$ cat config.mk
export PLATFORM = sky130hd
export DESIGN_NAME = msd_move_shift
export DESIGN_NICKNAME = d
export VERILOG_FILES = /design/src/msd_pkg.sv /design/src/msd_move_shift.sv
export SDC_FILE = /design/constraint.sdc
export NUM_CORES = 1
export LEC_CHECK = 0
export BUFFER_PORTS_ARGS = -buffer_cell sky130_fd_sc_hd__buf_4
export CAP_MARGIN = 20
export CORE_AREA = 2 2 164 231
export DETAILED_ROUTE_END_ITERATION = 8
export DIE_AREA = 0 0 166 233
export PLACE_DENSITY = 0.48
export SYNTH_ARGS = -nofsm -noshare
export SYNTH_HDL_FRONTEND = slang
export SYNTH_SLANG_ARGS = --single-unit
$ cat constraint.sdc
create_clock -name core_clk -period 8.5 [get_ports core_clk]
set_clock_uncertainty 0.1 [all_clocks]
set_input_delay 0.425 -clock core_clk [delete_from_list [all_inputs] [get_ports core_clk]]
set_output_delay 0.425 -clock core_clk [all_outputs]
set_load 0.03 [all_outputs]
$ cat src/msd_pkg.sv
// Purpose: constants for the move-with-shift decode and execute block
// Assumes: 16-bit halfwords, 32-bit data path
// Notes: encodings of the narrow and wide move/shift forms
package msd_pkg;
  localparam int unsigned DATA_W = 32;
  localparam logic [3:0] PC_IDX = 4'hf;
  localparam logic [1:0] SH_LSL = 2'h0;
  localparam logic [1:0] SH_LSR = 2'h1;
  localparam logic [1:0] SH_ASR = 2'h2;
  localparam logic [1:0] SH_ROR = 2'h3;
  // narrow register-shifted operation codes
  localparam logic [3:0] NOP_LSL = 4'h2;
  localparam logic [3:0] NOP_LSR = 4'h3;
  localparam logic [3:0] NOP_ASR = 4'h4;
  localparam logic [3:0] NOP_ROR = 4'h7;
  // opcode prefixes
  localparam logic [5:0] PFX_MOV_HI = 6'h11;  // 010001 10 -> bits 15:10 with 9:8 = 2'h2
  localparam logic [1:0] PFX_MOV_HI_LO = 2'h2;
  localparam logic [2:0] PFX_IMM_SH = 3'h0;
  localparam logic [5:0] PFX_REG_SH = 6'h10;
  localparam logic [10:0] PFX_W_IMM = 11'h752;  // 11101010010 + S + 1111
  localparam logic [3:0] W_RN_ONES = 4'hf;
  localparam logic [7:0] PFX_W_REG = 8'hfa;
  localparam logic [1:0] W_REG_TOP = 2'h0;
  localparam logic [3:0] W_REG_LOW = 4'h0;
  localparam int unsigned AMT_W = 8;
  localparam logic [7:0] AMT_WORD = 8'h20;
  // decoded form
  typedef enum logic [2:0] {
    MSD_NONE = 3'h0,
    MSD_MOV_HI = 3'h1,
    MSD_NIMM = 3'h3,
    MSD_WIMM = 3'h2,
    MSD_NREG = 3'h6,
    MSD_WREG = 3'h7
  } msd_form_e;
endpackage

$ cat src/msd_move_shift.sv
// Purpose: decode and execute the register move family with optional shift
// Assumes: one instruction per cycle when instr_valid; operands come from the register file read ports
// Notes: results are registered; one cycle from instr_valid to wr_valid / flags update
//
// Functional notes
// - narrow immediate-shift selector 00 left logical, 01 right logical, 10 right arithmetic.
// - wide immediate-shift kind 00 lsl, 01 lsr, 10 asr, 11 ror.
// - narrow amount field is amount mod 32; zero means 32 for right shifts.
// - wide amount is high three bits joined with low two bits, same modulo rule.
// - first narrow move uses high bit plus three bits; pc destination branches.
// - on condition pass shift source using current carry, yielding result and carry.
// - destination 15 of an immediate form writes through pc path and never updates flags.
// - flag setting sets n, z, c from result and shifter; v unchanged.
// - narrow register opcodes 0100 asr, 0010 lsl, 0011 lsr, 0111 ror; flags outside block.
// - narrow register form uses one field as source and destination, another as count.
// - wide register form sets flags when s is 1, kind from two-bit field.
// - register shifted moves use only the low eight bits of the count register.
// - register shifted moves write destination, never branch.
`timescale 1ns/1ps
module msd_move_shift #(
  parameter int unsigned DW = msd_pkg::DATA_W
) (
  input wire logic core_clk,
  input wire logic reset,
  input wire logic instr_valid,
  input wire logic [31:0] instr,
  input wire logic instr_wide,
  input wire logic cond_pass,
  input wire logic in_cond_block,
  input wire logic last_in_cond_block,
  input wire logic [DW-1:0] source_reg_value,
  input wire logic [DW-1:0] shift_count_reg_value,
  input wire logic [3:0] app_status_flags,
  output logic [3:0] source_reg_field,
  output logic [3:0] shift_count_reg_field,
  output logic wr_valid_ff,
  output logic [3:0] wr_idx_ff,
  output logic [DW-1:0] wr_data_ff,
  output logic pc_write_ff,
  output logic [DW-1:0] pc_data_ff,
  output logic flags_we_ff,
  output logic [3:0] flags_ff,
  output logic unpredictable_ff,
  output logic undecoded_ff
);
  // flags are {n, z, c, v}
  logic [15:0] hw;
  logic [15:0] hw2;
  msd_pkg::msd_form_e form;
  logic [1:0] kind;
  logic [7:0] amount;
  logic imm_form;
  logic set_flags;
  logic [3:0] dst;
  logic [DW-1:0] sh_res;
  logic sh_carry;
  logic [4:0] narrow_amount_field;
  logic [2:0] amount_high_field;
  logic [1:0] amount_low_field;
  logic [1:0] shift_selector_field;
  logic [3:0] nreg_op;
  logic nxt_wr_valid;
  logic [3:0] nxt_wr_idx;
  logic [DW-1:0] nxt_wr_data;
  logic nxt_pc_write;
  logic [DW-1:0] nxt_pc_data;
  logic nxt_flags_we;
  logic [3:0] nxt_flags;
  logic nxt_unpred;
  logic nxt_undec;
  logic take;
  logic to_pc;

  // shifter with carry; count already in 0..255 form
  function automatic logic [DW:0] shift_c(input logic [DW-1:0] v, input logic [1:0] k,
                                          input logic [7:0] n, input logic cin);
    logic [2*DW-1:0] ext;
    logic [DW:0] r;
    logic [7:0] m;
    ext = '0;
    r = '0;
    m = '0;
    if (n == 8'h00) begin
      r = {v, cin};
    end else begin
      unique case (k)
        msd_pkg::SH_LSL: begin
          if (n > msd_pkg::AMT_WORD) r = {{DW{1'b0}}, 1'b0};
          else if (n == msd_pkg::AMT_WORD) r = {{DW{1'b0}}, v[0]};
          else begin
            ext = {{DW{1'b0}}, v} << n;
            r = {ext[DW-1:0], ext[DW]};
          end
        end
        msd_pkg::SH_LSR, msd_pkg::SH_ASR: begin
          if (n >= msd_pkg::AMT_WORD) begin
            if (k == msd_pkg::SH_ASR) r = {{DW{v[DW-1]}}, v[DW-1]};
            else r = {{DW{1'b0}}, (n == msd_pkg::AMT_WORD) ? v[DW-1] : 1'b0};
          end else begin
            ext = {(k == msd_pkg::SH_ASR) ? {DW{v[DW-1]}} : {DW{1'b0}}, v} >> (n - 8'h01);
            r = {ext[DW:1], ext[0]};
          end
        end
        msd_pkg::SH_ROR: begin
          m = n & 8'h1f;
          ext = {v, v} >> m;
          r = {ext[DW-1:0], ext[DW-1]};
        end
      endcase
    end
    return r;
  endfunction

  // pc index test, shared by every form that can name the pc
  function automatic logic is_pc(input logic [3:0] idx);
    return idx == msd_pkg::PC_IDX;
  endfunction

  assign hw = instr[15:0];
  assign hw2 = instr[31:16];

  always_comb begin
    form = msd_pkg::MSD_NONE;
    kind = msd_pkg::SH_LSL;
    amount = '0;
    imm_form = 1'b0;
    set_flags = 1'b0;
    dst = '0;
    source_reg_field = '0;
    shift_count_reg_field = '0;
    narrow_amount_field = hw[10:6];
    amount_high_field = hw2[14:12];
    amount_low_field = hw2[7:6];
    shift_selector_field = hw[12:11];
    nreg_op = hw[9:6];
    nxt_unpred = 1'b0;
    if (!instr_wide) begin
      if (hw[15:10] == msd_pkg::PFX_MOV_HI && hw[9:8] == msd_pkg::PFX_MOV_HI_LO) begin
        form = msd_pkg::MSD_MOV_HI;
        dst = {hw[7], hw[2:0]};
        source_reg_field = hw[6:3];
        imm_form = 1'b1;
        // caller must keep pc moves out of a block unless last
        nxt_unpred = is_pc(dst) && in_cond_block && !last_in_cond_block;
      end else if (hw[15:13] == msd_pkg::PFX_IMM_SH && shift_selector_field != msd_pkg::SH_ROR) begin
        form = msd_pkg::MSD_NIMM;
        kind = shift_selector_field;
        // zero field means 32 for right shifts, zero for left
        amount = (narrow_amount_field == 5'h00 && kind != msd_pkg::SH_LSL) ? msd_pkg::AMT_WORD
                 : {3'h0, narrow_amount_field};
        dst = {1'b0, hw[2:0]};
        source_reg_field = {1'b0, hw[5:3]};
        imm_form = 1'b1;
        set_flags = !in_cond_block;
        nxt_unpred = kind == msd_pkg::SH_LSL && narrow_amount_field == 5'h00 && in_cond_block;
      end else if (hw[15:10] == msd_pkg::PFX_REG_SH &&
                   (nreg_op == msd_pkg::NOP_ASR || nreg_op == msd_pkg::NOP_LSL ||
                    nreg_op == msd_pkg::NOP_LSR || nreg_op == msd_pkg::NOP_ROR)) begin
        form = msd_pkg::MSD_NREG;
        unique case (nreg_op)
          msd_pkg::NOP_ASR: kind = msd_pkg::SH_ASR;
          msd_pkg::NOP_LSL: kind = msd_pkg::SH_LSL;
          msd_pkg::NOP_LSR: kind = msd_pkg::SH_LSR;
          default: kind = msd_pkg::SH_ROR;
        endcase
        dst = {1'b0, hw[2:0]};
        source_reg_field = {1'b0, hw[2:0]};
        shift_count_reg_field = {1'b0, hw[5:3]};
        set_flags = !in_cond_block;
      end
    end else begin
      if (hw[15:5] == msd_pkg::PFX_W_IMM && hw[3:0] == W_ONES() && !hw2[15]) begin
        form = msd_pkg::MSD_WIMM;
        kind = hw2[5:4];
        amount = {3'h0, amount_high_field, amount_low_field};
        if (amount == 8'h00 && kind != msd_pkg::SH_LSL) begin
          // rotate with zero amount is the extend-rotate, treated as one-bit rotate through carry
          amount = (kind == msd_pkg::SH_ROR) ? 8'h00 : msd_pkg::AMT_WORD;
        end
        dst = hw2[11:8];
        source_reg_field = hw2[3:0];
        imm_form = 1'b1;
        set_flags = hw[4];
        nxt_unpred = is_pc(source_reg_field);
      end else if (hw[15:8] == msd_pkg::PFX_W_REG && hw[7] == 1'b0 && hw2[15:12] == msd_pkg::W_RN_ONES &&
                   hw2[7:4] == msd_pkg::W_REG_LOW) begin
        form = msd_pkg::MSD_WREG;
        kind = hw[6:5];
        set_flags = hw[4];
        source_reg_field = hw[3:0];
        dst = hw2[11:8];
        shift_count_reg_field = hw2[3:0];
        nxt_unpred = is_pc(dst) || is_pc(source_reg_field) ||
                     is_pc(shift_count_reg_field);
      end
    end
    if (form == msd_pkg::MSD_NREG || form == msd_pkg::MSD_WREG) begin
      amount = shift_count_reg_value[msd_pkg::AMT_W-1:0];
    end
  end

  function automatic logic [3:0] W_ONES();
    return msd_pkg::W_RN_ONES;
  endfunction

  always_comb begin
    logic [DW:0] rc;
    rc = '0;
    if (form == msd_pkg::MSD_WIMM && kind == msd_pkg::SH_ROR && amount == 8'h00) begin
      rc = {app_status_flags[1], source_reg_value[DW-1:1], source_reg_value[0]};
    end else begin
      rc = shift_c(source_reg_value, kind, amount, app_status_flags[1]);
    end
    sh_res = rc[DW:1];
    sh_carry = rc[0];
  end

  // executes only when decoded and the condition passed
  assign take = instr_valid && cond_pass && form != msd_pkg::MSD_NONE;
  // register-shifted forms never branch, so only immediate forms reach the pc
  assign to_pc = imm_form && is_pc(dst);

  // register write group
  always_comb begin
    nxt_wr_valid = take && !to_pc;
    nxt_wr_idx = dst;
    nxt_wr_data = sh_res;
  end

  always_ff @(posedge core_clk) begin
    if (reset) begin
      wr_valid_ff <= 1'b0;
      wr_idx_ff <= '0;
      wr_data_ff <= '0;
    end else begin
      wr_valid_ff <= nxt_wr_valid;
      wr_idx_ff <= nxt_wr_idx;
      wr_data_ff <= nxt_wr_data;
    end
  end

  // branch group; target holds until the next pc write
  always_comb begin
    nxt_pc_write = take && to_pc;
    nxt_pc_data = pc_data_ff;
    if (take && to_pc) begin
      nxt_pc_data = sh_res;
    end
  end

  always_ff @(posedge core_clk) begin
    if (reset) begin
      pc_write_ff <= 1'b0;
      pc_data_ff <= '0;
    end else begin
      pc_write_ff <= nxt_pc_write;
      pc_data_ff <= nxt_pc_data;
    end
  end

  // flag group; pc writes and the plain high-register move leave flags alone
  always_comb begin
    nxt_flags_we = take && !to_pc && set_flags && form != msd_pkg::MSD_MOV_HI;
    nxt_flags = flags_ff;
    if (nxt_flags_we) begin
      nxt_flags = {sh_res[DW-1], sh_res == '0, sh_carry, app_status_flags[0]};
    end
  end

  always_ff @(posedge core_clk) begin
    if (reset) begin
      flags_we_ff <= 1'b0;
      flags_ff <= '0;
    end else begin
      flags_we_ff <= nxt_flags_we;
      flags_ff <= nxt_flags;
    end
  end

  // status group; unpredictable encodings still execute
  always_comb begin
    nxt_undec = instr_valid && form == msd_pkg::MSD_NONE;
  end

  always_ff @(posedge core_clk) begin
    if (reset) begin
      unpredictable_ff <= 1'b0;
      undecoded_ff <= 1'b0;
    end else begin
      unpredictable_ff <= instr_valid && nxt_unpred;
      undecoded_ff <= nxt_undec;
    end
  end
endmodule

==> impl_metrics.tcl, run 1 <==
set metrics [dict create \
    status "complete, no violations" \
    grt.busiest_layer "met2" \
    cts.clk_slew.worst_paths_ps 60 \
    arrival_ps 6730 \
    first_iter_violations 2488 \
    cellLeakagePower_nw 5.30 \
    place.gp.congestion 1.05 \
    cts_buffers 9 \
    p_total_mw 1.32 \
    grt_max_degree 77 \
    maxCapViolCount 0 \
    grt_pass1_vias 15900 \
    grt-ovfl-total 0 \
    grt_util_met2 0.668 \
    worstSetupEndpointType "flip-flop" \
    cp_max_fo 24 \
    vias 16900 \
    post_cts_resized 0 \
    hold_start "app_status_flags[0]" \
    whs_ps 224 \
    coreArea_um2 36500 \
    wl_per_cell_um 35.3 \
    final.min_clock_period_ps 6560 \
    synth_edf_count 0 \
    setup_viol 0 \
    clockPowerShare 0.301 \
    synth_most_common_cell "nand2_1" \
    synth_top_area_frac 0.129 \
    pre_cts_ws_ps 1930 \
    synth.distinct_cells 104 \
    hpwlAfterDp_um 64500 \
    h-tree-depth 3 \
    avgSynthCellArea_um2 6.50 \
    port_buffers 165 \
    p_int_uw 771 \
    clk-insertion-delay-late_ps 340 \
    fillers 4014 \
    instances_no_fill 2377 \
    route.detailed.drc 0 \
    rsz0062_at_grt "false" \
    combPwrFrac 0.415 \
    power_frac_seq 0.284 \
    crit_path_frequent_cell "buf_4" \
    cts_tree "yes" \
    clock-root-buffer "clkbuf_16" \
    fin_area_um2 13800 \
    timing.slew.headroom 0.220 \
    fin_tns_setup_ps 0 \
    synth_warnings 0 \
    use_met3 0.0711 \
    yosys_register_bits 77 \
    powerDensity_nw_per_um2 95.5 \
    clockBufferDepth 2 \
    reg2reg_slack_ps 7710 \
    hold_viol 0 \
    cts_setup_buffers 0 \
    start_kind "input port" \
    setup_slack_ps 1940 \
    p_sw_frac 0.416 \
    hold_end "flags_ff[0]" \
    grt_use_met1 0.485 \
    r2r-end "pc_data_ff[10]" \
    drive_above_1_share 0.166 \
    tightest_slew_ps 1160 \
    fin_util 0.379 \
    worstPathCellList "buf_4 -> nor4b_1 -> and4_1 -> and2_1 -> a221o_2 -> inv_2 -> ha_1 -> buf_4 -> inv_2 -> a21oi_1 -> buf_4 -> nor2_2 -> buf_4 -> a21oi_1 -> buf_4 -> a311oi_1 -> nor2_1 -> nor3_1 -> nand2_1 -> nor4_1 -> nand4_1 -> o21ai_1" \
    ioPinCount 192 \
    r2r_cells 2 \
    finalCritPeriodShare 0.772 \
    final_max_slew_viol_count 0 \
    fmax_mhz 152 \
    syn_area_um2 11900 \
    grt_pass1_wl_um 118000 \
    slowest_stage "a311oi_1" \
    seqCellArea_um2 1540 \
    clock-sinks 77 \
    die_h_um 233 \
    yosys-top-cells-count "nand2_1 (225), nor2_1 (216), a21oi_1 (143)" \
    start_util 0.328 \
    switchingPower_uw 550 \
    antenna_found_initial 3 \
    hold-path-cell-count 3 \
    seq_area_frac_synth 0.129 \
    synthCells 1838 \
    synth_fp_nets 1949 \
    ant_nets 0 \
    cp.required_ps 8670 \
    critical_path_class "input port to flip-flop" \
    dr.pass1.iters 6 \
    die_x_um 166 \
    dp.cells 2360 \
    yosysTopAreaCell "dfxtp_1" \
    synthArstFlopShare 0 \
    slowest_delay_ps 840 \
    vias_per_cell 7.11 \
    cts_hold_buf 0 \
    ys.flop_type "dfxtp_1" \
    totalWireLength_um 83800 \
    worstHoldPathType "input port to flip-flop" \
    synth_area_leaders "dfxtp_1 (13%), nand2_1 (7.1%), nor2_1 (6.8%)" \
    grt_use_total 0.418 \
    reg2reg_from "pc_data_ff[10]" \
    nets 2015 \
    dieArea_um2 38700 \
    peakVddDrop_v 0.000149 \
    placedInstanceArea_um2 13500 \
    multi_input_area_um2 9560 \
    num_rows 83 \
    syn_to_final_growth_pct 15.8 \
]
-- placed cells by master, fill, tap and decap left out, drive strengths merged, types with 10 or more instances in the layout --
master	n
mux2	11
and3	24
inv	30
clkbuf	10
a32oi	14
a21o	12
a211oi	58
nor3	56
nand4	46
mux2i	59
o221ai	10
o32ai	11
o21a	10
nor4	14
a31oi	35
a21boi	11
and2	20
nand2b	14
nor2b	15
dfxtp	77
o2111ai	10
nand2	227
nand3	84
o211ai	48
a21oi	145
a311oi	19
a221oi	13
o31ai	35
or2	10
a22o	17
buf	229
nor2	216
o21ai	125
o22ai	41
a22oi	24
-- cells by family (layout without fill, tap and decap cells) --
family                   after synthesis  in the layout  synth area share
buffers and inverters                203            274            0.0760
adder cells (fa/ha/maj)                4              4           0.00419
XOR/XNOR                               3              3           0.00220
multiplexers                          78             78            0.0749
other                                  0              1                 0
AND/OR/NAND/NOR                      761            761             0.303
AO/OA/AOI/OAI                        712            712             0.411
flip-flops                            77             77             0.129
-- registers in the layout, summed over array words and instances, names as in the netlist --
register,count
pc_write_ff,1
pc_data_ff,32
wr_valid_ff,1
flags_ff,4
flags_we_ff,1
wr_data_ff,32
unpredictable_ff,1
undecoded_ff,1
wr_idx_ff,4
-- power by group through the flow --
stage	Clock (mW)	Sequential, mW	Combinational, mW
after global placement	0	0.383	0.523
after detailed placement	0	0.383	0.518
after CTS	0.408	0.375	0.519
final	0.397	0.375	0.549
after global routing	0.420	0.376	0.561
after floorplan	0	0.405	0.253
-- routing by layer --
| metal | share of wire | vias to the layer above |
|---|---|---|
| met5 | 0 | - |
| met4 | 0.11 | 0 |
| met3 | 0.10 | 367 |
| met2 | 0.44 | 1338 |
| met1 | 0.36 | 8008 |
| li1 | - | 7195 |
-- layout make-up --
| cell class | instances | area share |
|---|---|---|
| clock inverter | 6 | 0.00552 |
| antenna | 1 | 0.000181 |
| timing repair buffer | 229 | 0.124 |
| clock buffer | 10 | 0.0173 |
| inverter | 29 | 0.00805 |
| tap | 467 | 0.0422 |
| sequential | 77 | 0.111 |
| multi-input combinational | 1558 | 0.691 |
-- critical path: cells and delay by family --
kind	cells	cell delay, ps
adders and majority gates	1	180
buffers and inverters	7	1480
AOI/OAI and AO/OA	5	1460
and+or+nand+nor	9	3150
-- worst max path at each step --
stage	startpoint	end	slack, ps
after detailed placement	instr[12]	flags_ff[2]	1930
after floorplan	instr[9]	flags_ff[1]	2480
after CTS	instr[12]	flags_ff[2]	2280
after global routing	instr[12]	flags_ff[2]	1660
after global placement	instr[12]	flags_ff[2]	1950
final	instr[12]	flags_ff[2]	1940
Note: power is estimated with default switching activity, not from simulation.
==> run 2, diff against run 1 <==
--- a/config.mk
+++ b/config.mk
@@ -10,7 +10,7 @@
 export CORE_AREA = 2 2 164 231
 export DETAILED_ROUTE_END_ITERATION = 8
 export DIE_AREA = 0 0 166 233
-export PLACE_DENSITY = 0.48
+export PLACE_DENSITY = 0.5
 export SYNTH_ARGS = -nofsm -noshare
 export SYNTH_HDL_FRONTEND = slang
 export SYNTH_SLANG_ARGS = --single-unit
==> constraint.sdc (replaced) <==
create_clock -name core_clk -period 5.5 [get_ports core_clk]
set_clock_uncertainty 0.1 [all_clocks]
set_input_delay 0.275 -clock core_clk [delete_from_list [all_inputs] [get_ports core_clk]]
set_output_delay 0.275 -clock core_clk [all_outputs]
set_load 0.03 [all_outputs]
==> run 2 against run 1 <==
  * Hold slack got worse by 150 ps
  * Flip-flop and latch count did not move
  * Sequential power rose by 55%
  * Core utilization rose by 2.9 points
  * Wire length fell by 1.9%
  * Register-to-register slack got worse by 3000 ps
  * Power rose by 55%
  * Worst setup slack got worse by 1600 ps
  * Clock-buffer cell count fell by 1
  * Clock power rose by 44%
  * Die area did not move
==> impl_metrics.tcl, run 2 (synthesized netlist as in run 1, its figures left out) <==
set metrics [dict create \
    totalWireLength_um 82200 \
    coreArea_um2 36500 \
    post_cts_resized 0 \
    start_util 0.328 \
    fillers 3975 \
    grt-ovfl-total 0 \
    status "complete, no violations" \
    h-tree-depth 3 \
    grt_max_degree 82 \
    start_kind "input port" \
    final_common_cell "buf_4" \
    vias_per_cell 6.83 \
    drive_above_1_share 0.218 \
    place.gp.congestion 1.07 \
    cts_hold_buf 0 \
    clock-sinks 77 \
    cp_max_fo 19 \
    fin_area_um2 14900 \
    grt_pass1_wl_um 117000 \
    fmax_mhz 193 \
    hold_viol 0 \
    hold_start "app_status_flags[0]" \
    reg_top3 "pc_data_ff x32, wr_data_ff x32" \
    whs_ps 68.9 \
    grt_use_total 0.411 \
    tightest_slew_ps 1110 \
    peakVddDrop_v 0.000304 \
    powerDensity_nw_per_um2 137 \
    cts.clk_slew.worst_paths_ps 60 \
    r2r_cells 2 \
    power_frac_seq 0.283 \
    die_x_um 166 \
    cellLeakagePower_nw 5.95 \
    die_h_um 233 \
    critical_path_class "input port to flip-flop" \
    r2r-end "pc_data_ff[7]" \
    clockPowerShare 0.280 \
    placedInstanceArea_um2 14600 \
    cp.required_ps 5630 \
    antenna_found_initial 2 \
    clk-insertion-delay-late_ps 330 \
    cts_buffers 9 \
    layout_common_cells "buf_4 (347), nand2_1 (223), nor2_1 (210)" \
    ioPinCount 192 \
    setup_slack_ps 332 \
    setup_viol 0 \
    hold-path-cell-count 3 \
    finalCritPeriodShare 0.940 \
    ant_nets 0 \
    final.min_clock_period_ps 5170 \
    hold_end "flags_ff[0]" \
    fin_util 0.409 \
    reg2reg_from "pc_data_ff[7]" \
    num_rows 83 \
    pre_cts_ws_ps -46.1 \
    p_sw_frac 0.405 \
    dieArea_um2 38700 \
    rsz0062_at_grt "false" \
    maxCapViolCount 0 \
    cts_tree "yes" \
    combPwrFrac 0.437 \
    reg2reg_slack_ps 4720 \
    vias 17100 \
    dr.pass1.iters 6 \
    worstHoldPathType "input port to flip-flop" \
    grt_pass1_vias 16400 \
    clockBufferDepth 2 \
    switchingPower_uw 830 \
    arrival_ps 5300 \
    route.detailed.drc 0 \
    port_buffers 165 \
    p_total_mw 2.05 \
    first_iter_violations 2352 \
    final_max_slew_viol_count 0 \
    wl_per_cell_um 32.8 \
    clock-root-buffer "clkbuf_16" \
    cts_setup_buffers 0 \
    p_int_mw 1.22 \
    nets 2143 \
    timing.slew.headroom 0.255 \
    syn_to_final_growth_pct 24.7 \
    worstSetupEndpointType "flip-flop" \
    hpwlAfterDp_um 64700 \
]
[run 2: cell types whose count changed in the layout (fill, tap and decap cells not counted), moves of 2 or more]
cell      previous run  this run
buf_4              229       347
clkinv_2             0         2
buf_12               0        10
inv_6                2         0
diode_2              1         3
[run 2: worst max-delay path, stage by stage]
cell      delay, ps
buf_4           130
or4b_1          560
or3_4           430
o32a_1          400
nand3_4         130
inv_4            50
ha_1            250
inv_2           270
nand3_1         160
nand2_2         390
mux2_2          400
o21ai_0         330
o221ai_1        260
a211oi_2        490
buf_4           190
o31ai_1         120
nor2b_1         160
nand4_1          80
nand4b_1        110
o21ai_1          80
[run 2: power groups by stage]
stage                     clock [mW]  sequential, mW  combinational [mW]
after global placement             0           0.592               0.854
after global routing           0.606           0.582               0.918
final                          0.573           0.580               0.894
after floorplan                    0           0.626               0.392
after detailed placement           0           0.592               0.849
after CTS                      0.589           0.580               0.852
[run 2: cell type report]
type	instances	area [µm²]	share of cell area
diodes	3	7.51	0.000504
clock inverters	6	65.1	0.00437
inverters	29	111	0.00747
well taps	467	584	0.0392
repair buffers	357	2810	0.188
clock buffers	9	225	0.0151
flip-flops and latches	77	1540	0.103
multi-input cells	1558	9560	0.642
[run 2: worst max-delay path by stage]
stage | start | endpoint | slack, ps | depth (start not counted)
after global routing | instr[12] | flags_ff[2] | 120 | 22
after floorplan | instr[9] | flags_ff[1] | 30 | 24
after detailed placement | instr[20] | flags_ff[2] | -50 | 20
final | instr[20] | flags_ff[2] | 330 | 20
after CTS | instr[20] | flags_ff[2] | 320 | 20
after global placement | instr[20] | flags_ff[2] | 30 | 20
[run 2: routing by layer]
layer	GRT usage	vias to the layer above	share of wire
li1	-	7453	-
met3	0.0876	326	0.10
met2	0.650	1240	0.44
met1	0.485	8092	0.37
met5	0	-	0
met4	0.320	0	0.090
[run 2: through the flow]
| step | std cells | setup TNS (ps) |
|---|---|---|
| 4_1_cts | 2503 | 0 |
| 3_3_place_gp | 2488 | 0 |
| 5_1_grt | 2503 | 0 |
| 6_report | 2506 | 0 |
| 3_5_place_dp | 2488 | -46.1 |
| 2_1_floorplan | 1838 | 0 |
